==> config.mk <==
export PLATFORM = sky130hd
export DESIGN_NAME = i2c_freq_control_slave
export DESIGN_NICKNAME = d
export VERILOG_FILES = /design/src/core/freq_ctrl_pkg.sv /design/src/core/i2c_freq_control_slave.sv
export VERILOG_INCLUDE_DIRS = /design/src /design/src/core
export SDC_FILE = /design/constraint.sdc
export NUM_CORES = 1
export LEC_CHECK = 0
export BUFFER_PORTS_ARGS = -buffer_cell sky130_fd_sc_hd__buf_2
export CORE_ASPECT_RATIO = 1.1
export CORE_MARGIN = 4
export CORE_UTILIZATION = 55
export DETAILED_ROUTE_END_ITERATION = 8
export PLACE_DENSITY = 0.75
export SLEW_MARGIN = 40
export SYNTH_ARGS = -nofsm -noshare
export SYNTH_HDL_FRONTEND = slang
export SYNTH_SLANG_ARGS = --single-unit
==> constraint.sdc <==
create_clock -name sys_clk -period 2.55 [get_ports sys_clk]
set_input_delay 0.765 -clock sys_clk [delete_from_list [all_inputs] [get_ports sys_clk]]
set_output_delay 0.765 -clock sys_clk [all_outputs]
set_load 0.02 [all_outputs]
==> src/core/freq_ctrl_defines.svh <==
// Register offsets, reset values and timing figures of the frequency control slave.
`ifndef FREQ_CTRL_DEFINES_SVH
`define FREQ_CTRL_DEFINES_SVH

`define SYS_CLK_MHZ            50
`define PULL_START_LATENCY_US  140
`define DEV_ADDR_PREFIX        3'h6
`define REG_LOW_WORD_ADDR      8'h00
`define REG_HIGH_WORD_ADDR     8'h01
`define REG_PULL_RANGE_ADDR    8'h02
`define REG_WORD_RESET         16'h0000
`define REG_PTR_RESET          8'h00
`define PULL_RANGE_WIDTH       4

`endif

==> src/core/freq_ctrl_pkg.sv <==
// Types shared by the frequency control slave.
`default_nettype none
package freq_ctrl_pkg;

  typedef enum logic [2:0] {
    ST_IDLE   = 3'b000,
    ST_RX     = 3'b001,
    ST_RX_ACK = 3'b010,
    ST_TX     = 3'b011,
    ST_TX_ACK = 3'b100
  } i2c_state_type;

  typedef struct packed {
    logic [15:0] high_word;
    logic [15:0] low_word;
  } freq_ctrl_type;

endpackage
`default_nettype wire

==> src/core/i2c_freq_control_slave.sv <==
// Two-wire serial slave that holds the frequency control word of a digitally tuned oscillator.
`include "freq_ctrl_defines.svh"
`default_nettype none
module i2c_freq_control_slave #(
  parameter logic [3:0] FACTORY_ADDR_CODE   = 4'h0,
  parameter logic [3:0] PULL_RANGE_RESET    = 4'h0,
  parameter int unsigned PULL_LATENCY_CYCLES = `PULL_START_LATENCY_US * `SYS_CLK_MHZ
) (
  input  wire logic                          sys_clk,
  input  wire logic                          rst_b,
  input  wire logic                          scl_in,
  input  wire logic                          sda_in,
  output var  logic                          sda_out_q,
  output var  logic                          sda_oe_b_q,
  input  wire logic                          addr_mode_pin_sel,
  input  wire logic                          addr_select_pin_hi,
  input  wire logic                          addr_select_pin_lo,
  output var  freq_ctrl_pkg::freq_ctrl_type  pull_word_q,
  output var  logic                          pull_start_q,
  output var  logic [`PULL_RANGE_WIDTH-1:0]  pull_range_q
);
  import freq_ctrl_pkg::*;

  // Pin order: mode, hi, lo, scl, sda. All come from outside and pass two flops.
  logic [4:0]    pin_meta_q;
  logic [4:0]    pin_sync_q;
  logic          scl_prev_q;
  logic          sda_prev_q;
  i2c_state_type state_q;
  logic [2:0]    bit_cnt_q;
  logic [7:0]    data_q;
  logic          first_q;
  logic          regaddr_q;
  logic          half_q;
  logic          rw_q;
  logic          byte_full_q;
  logic [7:0]    ptr_q;
  logic [7:0]    hold_q;
  logic [15:0]   low_word_q;
  logic [15:0]   high_word_q;

  wire           scl_s     = pin_sync_q[1];
  wire           sda_s     = pin_sync_q[0];
  wire           pin_mode  = pin_sync_q[4];
  wire           start_det = scl_s & scl_prev_q & sda_prev_q & ~sda_s;
  wire           stop_det  = scl_s & scl_prev_q & ~sda_prev_q & sda_s;
  wire           scl_rise  = scl_s & ~scl_prev_q;
  wire           scl_fall  = ~scl_s & scl_prev_q;
  wire [7:0]     rx_byte   = {data_q[6:0], sda_s};
  wire           byte_done = (state_q == ST_RX) & scl_rise & (bit_cnt_q == 3'h7);
  wire           tx_done   = (state_q == ST_TX) & scl_rise & (bit_cnt_q == 3'h7);
  wire [6:0]     dev_addr;
  wire           addr_match = (rx_byte[7:1] == dev_addr);
  wire           ptr_load   = byte_done & ~first_q & regaddr_q;
  wire           data_byte  = byte_done & ~first_q & ~regaddr_q;
  wire           wr_commit  = data_byte & half_q;
  wire           rd_commit  = tx_done & half_q;
  wire           pull_commit = wr_commit & (ptr_q == `REG_HIGH_WORD_ADDR);
  wire [15:0]    rd_word;
  wire [7:0]     tx_next    = half_q ? rd_word[7:0] : rd_word[15:8];

  // Register read decode; unmapped offsets and unused range bits read as zero.
  function automatic logic [15:0] reg_read(input logic [7:0] addr, input logic [15:0] lo,
                                           input logic [15:0] hi, input logic [3:0] range);
    logic [15:0] val;
    val = 16'h0000;
    if (addr == `REG_LOW_WORD_ADDR)
      val = lo;
    else if (addr == `REG_HIGH_WORD_ADDR)
      val = hi;
    else if (addr == `REG_PULL_RANGE_ADDR)
      val = {12'h000, range};
    return val;
  endfunction

  assign rd_word  = reg_read(ptr_q, low_word_q, high_word_q, pull_range_q);
  // Factory mode leaves the select pins unread; pin mode places them at bits three and one.
  assign dev_addr = pin_mode ? {`DEV_ADDR_PREFIX, pin_sync_q[3], 1'b0, pin_sync_q[2], 1'b0}
                             : {`DEV_ADDR_PREFIX, FACTORY_ADDR_CODE};

  always_ff @(posedge sys_clk)
  begin
    pin_meta_q <= {addr_mode_pin_sel, addr_select_pin_hi, addr_select_pin_lo, scl_in, sda_in};
    pin_sync_q <= pin_meta_q;
    scl_prev_q <= pin_sync_q[1];
    sda_prev_q <= pin_sync_q[0];
    sda_out_q  <= 1'b0;
  end

  // Bus sequencer. The pin is only ever pulled low; sda_oe_b_q low means it is pulled.
  always_ff @(posedge sys_clk)
  begin
    if (!rst_b)
    begin
      state_q     <= ST_IDLE;
      bit_cnt_q   <= 3'h0;
      data_q      <= 8'h00;
      first_q     <= 1'b0;
      regaddr_q   <= 1'b0;
      half_q      <= 1'b0;
      rw_q        <= 1'b0;
      byte_full_q <= 1'b0;
      sda_oe_b_q  <= 1'b1;
    end
    else if (start_det)
    begin
      state_q     <= ST_RX;
      bit_cnt_q   <= 3'h0;
      first_q     <= 1'b1;
      half_q      <= 1'b0;
      byte_full_q <= 1'b0;
      sda_oe_b_q  <= 1'b1;
    end
    else if (stop_det)
    begin
      state_q    <= ST_IDLE;
      sda_oe_b_q <= 1'b1;
    end
    else
    begin
      unique case (state_q)
        ST_IDLE: ;
        ST_RX:
        begin
          if (scl_rise)
          begin
            data_q    <= rx_byte;
            bit_cnt_q <= bit_cnt_q + 3'h1;
          end
          if (byte_done)
          begin
            if (first_q)
            begin
              if (addr_match)
              begin
                rw_q        <= rx_byte[0];
                regaddr_q   <= ~rx_byte[0];
                first_q     <= 1'b0;
                byte_full_q <= 1'b1;
              end
              else
                state_q <= ST_IDLE;
            end
            else
            begin
              regaddr_q   <= 1'b0;
              half_q      <= regaddr_q ? 1'b0 : ~half_q;
              byte_full_q <= 1'b1;
            end
          end
          if (scl_fall && byte_full_q)
          begin
            sda_oe_b_q  <= 1'b0;
            byte_full_q <= 1'b0;
            state_q     <= ST_RX_ACK;
          end
        end
        ST_RX_ACK:
        begin
          if (scl_fall)
          begin
            bit_cnt_q <= 3'h0;
            if (rw_q)
            begin
              state_q    <= ST_TX;
              data_q     <= tx_next;
              sda_oe_b_q <= tx_next[7];
            end
            else
            begin
              state_q    <= ST_RX;
              sda_oe_b_q <= 1'b1;
            end
          end
        end
        ST_TX:
        begin
          if (scl_rise)
          begin
            bit_cnt_q <= bit_cnt_q + 3'h1;
          end
          if (tx_done)
          begin
            byte_full_q <= 1'b1;
            half_q      <= ~half_q;
          end
          if (scl_fall)
          begin
            if (byte_full_q)
            begin
              byte_full_q <= 1'b0;
              sda_oe_b_q  <= 1'b1;
              state_q     <= ST_TX_ACK;
            end
            else
            begin
              data_q     <= {data_q[6:0], 1'b0};
              sda_oe_b_q <= data_q[6];
            end
          end
        end
        ST_TX_ACK:
        begin
          // An acknowledge ends the read so the master can stop; a missing one gets the next byte.
          if (scl_rise)
            byte_full_q <= ~sda_s;
          if (scl_fall)
          begin
            if (byte_full_q)
            begin
              state_q     <= ST_IDLE;
              byte_full_q <= 1'b0;
              sda_oe_b_q  <= 1'b1;
            end
            else
            begin
              state_q    <= ST_TX;
              bit_cnt_q  <= 3'h0;
              data_q     <= tx_next;
              sda_oe_b_q <= tx_next[7];
            end
          end
        end
        default:
        begin
          state_q    <= ST_IDLE;
          sda_oe_b_q <= 1'b1;
        end
      endcase
    end
  end

  // The pointer wraps naturally in eight bits.
  always_ff @(posedge sys_clk)
  begin
    if (!rst_b)
      ptr_q <= `REG_PTR_RESET;
    else if (ptr_load)
      ptr_q <= rx_byte;
    else if (wr_commit || rd_commit)
      ptr_q <= ptr_q + 8'h01;
  end

  // The first byte waits in hold_q so that software never sees half a word.
  always_ff @(posedge sys_clk)
  begin
    if (!rst_b)
    begin
      hold_q       <= 8'h00;
      low_word_q   <= `REG_WORD_RESET;
      high_word_q  <= `REG_WORD_RESET;
      pull_range_q <= PULL_RANGE_RESET;
    end
    else if (data_byte && !half_q)
      hold_q <= rx_byte;
    else if (wr_commit)
    begin
      if (ptr_q == `REG_LOW_WORD_ADDR)
        low_word_q <= {hold_q, rx_byte};
      if (ptr_q == `REG_HIGH_WORD_ADDR)
        high_word_q <= {hold_q, rx_byte};
      if (ptr_q == `REG_PULL_RANGE_ADDR)
        pull_range_q <= rx_byte[3:0];
    end
  end

  always_ff @(posedge sys_clk)
  begin
    if (!rst_b)
    begin
      pull_start_q <= 1'b0;
      pull_word_q  <= '0;
    end
    else
    begin
      pull_start_q <= pull_commit;
      if (pull_commit)
        pull_word_q <= {hold_q, rx_byte, low_word_q};
    end
  end

  // Helper counting the wait between a high word commit and the pull start.
  logic [15:0] lat_cnt_q;
  logic        lat_pend_q;
  always_ff @(posedge sys_clk)
  begin
    if (!rst_b || pull_start_q)
    begin
      lat_cnt_q  <= 16'h0000;
      lat_pend_q <= 1'b0;
    end
    else if (pull_commit || lat_pend_q)
    begin
      lat_cnt_q  <= lat_cnt_q + 16'h0001;
      lat_pend_q <= 1'b1;
    end
  end
endmodule
`default_nettype wire

==> flow_summary.ini <==
[sta]
tightest_slew_ns = 0.743
setup_viol = 0
report.final.slew_viol_count = 0
fin_tns_setup_ns = 0
hold_viol_final = 0
max_freq_ghz = 0.424
slew_headroom = 0.505
worst_slack_ns = 0.193
fin_crit_sh = 0.924
holdWs_ns = 0.335
rsz0062_at_grt = no
clock_skew_ns = 0.0141
period_needed_ns = 2.36

[drt]
drt-initial-drc-count = 233
wl_mm = 10.8
vias_per_cell = 5.73
ant_nets = 0
first_pass_iters = 4
wl_per_cell_um = 15.9
drc = 0
via_count = 3896

[worst_setup_path]
rr_worst_depth = 9
crit_fanout = 27
rrSetupSlack_ns = 0.19
cp-start-kind = register
crit_required_ns = 2.84
r2r_start = bit_cnt_q[0]
arrival_ns = 2.65
reg2reg_to = high_word_q[0]
critPathCaptureType = register
crit_type = reg -> reg

[worst_hold_path]
whs_path_depth = 0
holdPathEnd = pin_sync_q[4]
hold_path.class = reg -> reg
min_from = pin_meta_q[4]

[grt]
grt.busiest_layer = met2
grt_use_met2 = 0.403
grt_pass1_wl_mm = 18.0
antenna_found_initial = 0
grt_max_degree = 51
grtUsageMet1 = 0.289
grt_util_all_layers = 0.235
met3_usage = 0.0478
grt_pass1_vias = 3730
grt-ovfl-total = 0

[flow_run]
drv_cap = 0

[clock_tree]
clockBufferDepth = 2
cts_max_level = 3
cts_root_buffer = clkbuf_8
cts_setup_buffers = 0
cts_tree = built
cts.repair.resized = 0
cts.hold.buffers_added = 0
cts_buffers = 9
path_clk_slew_ns = 0.10
clkLatencyLatePin_ns = 0.37
cts_sinks = 100

[power_and_ir_drop]
max-vdd-ir-drop_v = 0.000338
p_leak_nw = 1.98
switchingPower_mw = 0.740
powerDensity_mw_per_mm2 = 557
p_comb_frac = 0.068
seqPwrFrac = 0.589
fin_total_pwr_mw = 2.80
power.internal_mw = 2.06
p_sw_frac = 0.264
clkPwrFrac = 0.343

[die]
die_x_um = 94.6
dieArea_mm2 = 0.00977
die_h_um = 103
io_pins = 46
start_util = 0.568
coreArea_mm2 = 0.00800
row_count = 34

[logic_synthesis]
async_flop_share = 0
synth-edff-count = 0
synth-seq-cells = 100
synth_top_cell_by_area = dfxtp_1
synth_nets = 548
synthTopCellsByArea = dfxtp_1 (44%), nand2_1 (8.3%), a21oi_1 (6.5%)
yosysUniqueCellTypes = 55
avgSynthCellArea_um2 = 8.49
synth_top_area_share = 0.441
synthFlopType = dfxtp_1
synth_area_mm2 = 0.00454
ys_warn_count = 0
synthTopCellsByCount = dfxtp_1 (100), nand2_1 (100), a21oi_1 (59)
synthCells = 535
yosysSeqAreaShare = 0.441

[placed_design]
placed_cell_area_mm2 = 0.00484
gp_congestion = 0.966
dp_hpwl_mm = 7.60
preCtsSetupSlack_ns = 0.0929
port_buffers = 44

[run_status]
status = complete, no violations

[finish]
fin_nets = 581
drive_gt1_frac = 0.170
design_area_mm2 = 0.00503
area_delta_synth_final_pct = 10.8
n_antenna_cell = 0
## layout by cell type (no fill, tap or decap), drive strengths merged, types with 6 or more instances in the layout
| cell type | count |
|---|---|
| inv | 10 |
| dfxtp | 100 |
| o21ai | 29 |
| xnor2 | 6 |
| a21oi | 59 |
| nand3 | 18 |
| buf | 60 |
| a221oi | 6 |
| nand2 | 103 |
| ha | 6 |
| nor3 | 9 |
| mux2i | 27 |
| clkbuf | 10 |
| nand2b | 8 |
| and2 | 8 |
| nor2 | 50 |
## metal layers
metal  vias up  part of all wire
met1      1846              0.42
met2       126              0.50
met3        23             0.059
li1       1901                 -
met5         -                 0
met4         0             0.025
## critical path, stage by stage, from the launching register on
cell      delay [ns]
dfxtp_1         0.36
ha_1            0.15
ha_1            0.23
nand3b_4        0.11
or3_1           0.39
nor4_4          0.38
and2_1          0.26
buf_12          0.18
nand2_1         0.07
a21oi_1         0.16
## logic make-up after synthesis
kind of cell	share of synthesized area
other cells	0.000826
xor+xnor	0.0193
buf+inv	0.0490
compound gates	0.155
flops	0.441
fa+ha+maj	0.0165
simple gates	0.227
mux	0.0918
## cell type report
cell class                      instances  area [um^2]
Clock inverter                          5         45.0
Clock buffer                           10          138
Fill cell                             766         2970
Multi-Input combinational cell        390         2320
Tap cell                              108          135
Sequential cell                       100         2000
Timing Repair Buffer                   60          365
Inverter                                7         26.3
## power groups by stage
| stage | clock network [mW] | logic [mW] | registers, mW |
|---|---|---|---|
| after floorplan | 0 | 0.159 | 1.65 |
| after global placement | 0 | 0.185 | 1.68 |
| after detailed placement | 0 | 0.189 | 1.69 |
| after CTS | 0.978 | 0.190 | 1.65 |
| after global routing | 1.05 | 0.217 | 1.66 |
| final | 0.960 | 0.192 | 1.65 |
## how the worst max path moves through the flow
stage | from | endpoint | slack (ns)
finish | bit_cnt_q[0] | high_word_q[0] | 0.19
global route | bit_cnt_q[0] | pull_word_q[14] | 0.03
CTS | bit_cnt_q[0] | low_word_q[6] | 0.06
detailed placement | bit_cnt_q[0] | low_word_q[0] | 0.09
global placement | bit_cnt_q[0] | low_word_q[4] | 0.16
floorplan | bit_cnt_q[0] | high_word_q[0] | 0.30
## state kept, by name (all words and copies together), names as in the netlist, 3 cells and up
signal / cells
state_q: 3
pin_sync_q: 5
pull_range_q: 4
pin_meta_q: 5
bit_cnt_q: 3
low_word_q: 16
ptr_q: 8
hold_q: 8
data_q: 7
pull_word_q: 16
high_word_q: 16
## stage by stage
stage | util | instances
after floorplan | - | 535
after global placement | 0.606 | 665
after detailed placement | 0.606 | 665
after CTS | 0.629 | 680
after global routing | 0.629 | 680
final | 0.629 | 680
(Power assumes the default switching activity.)
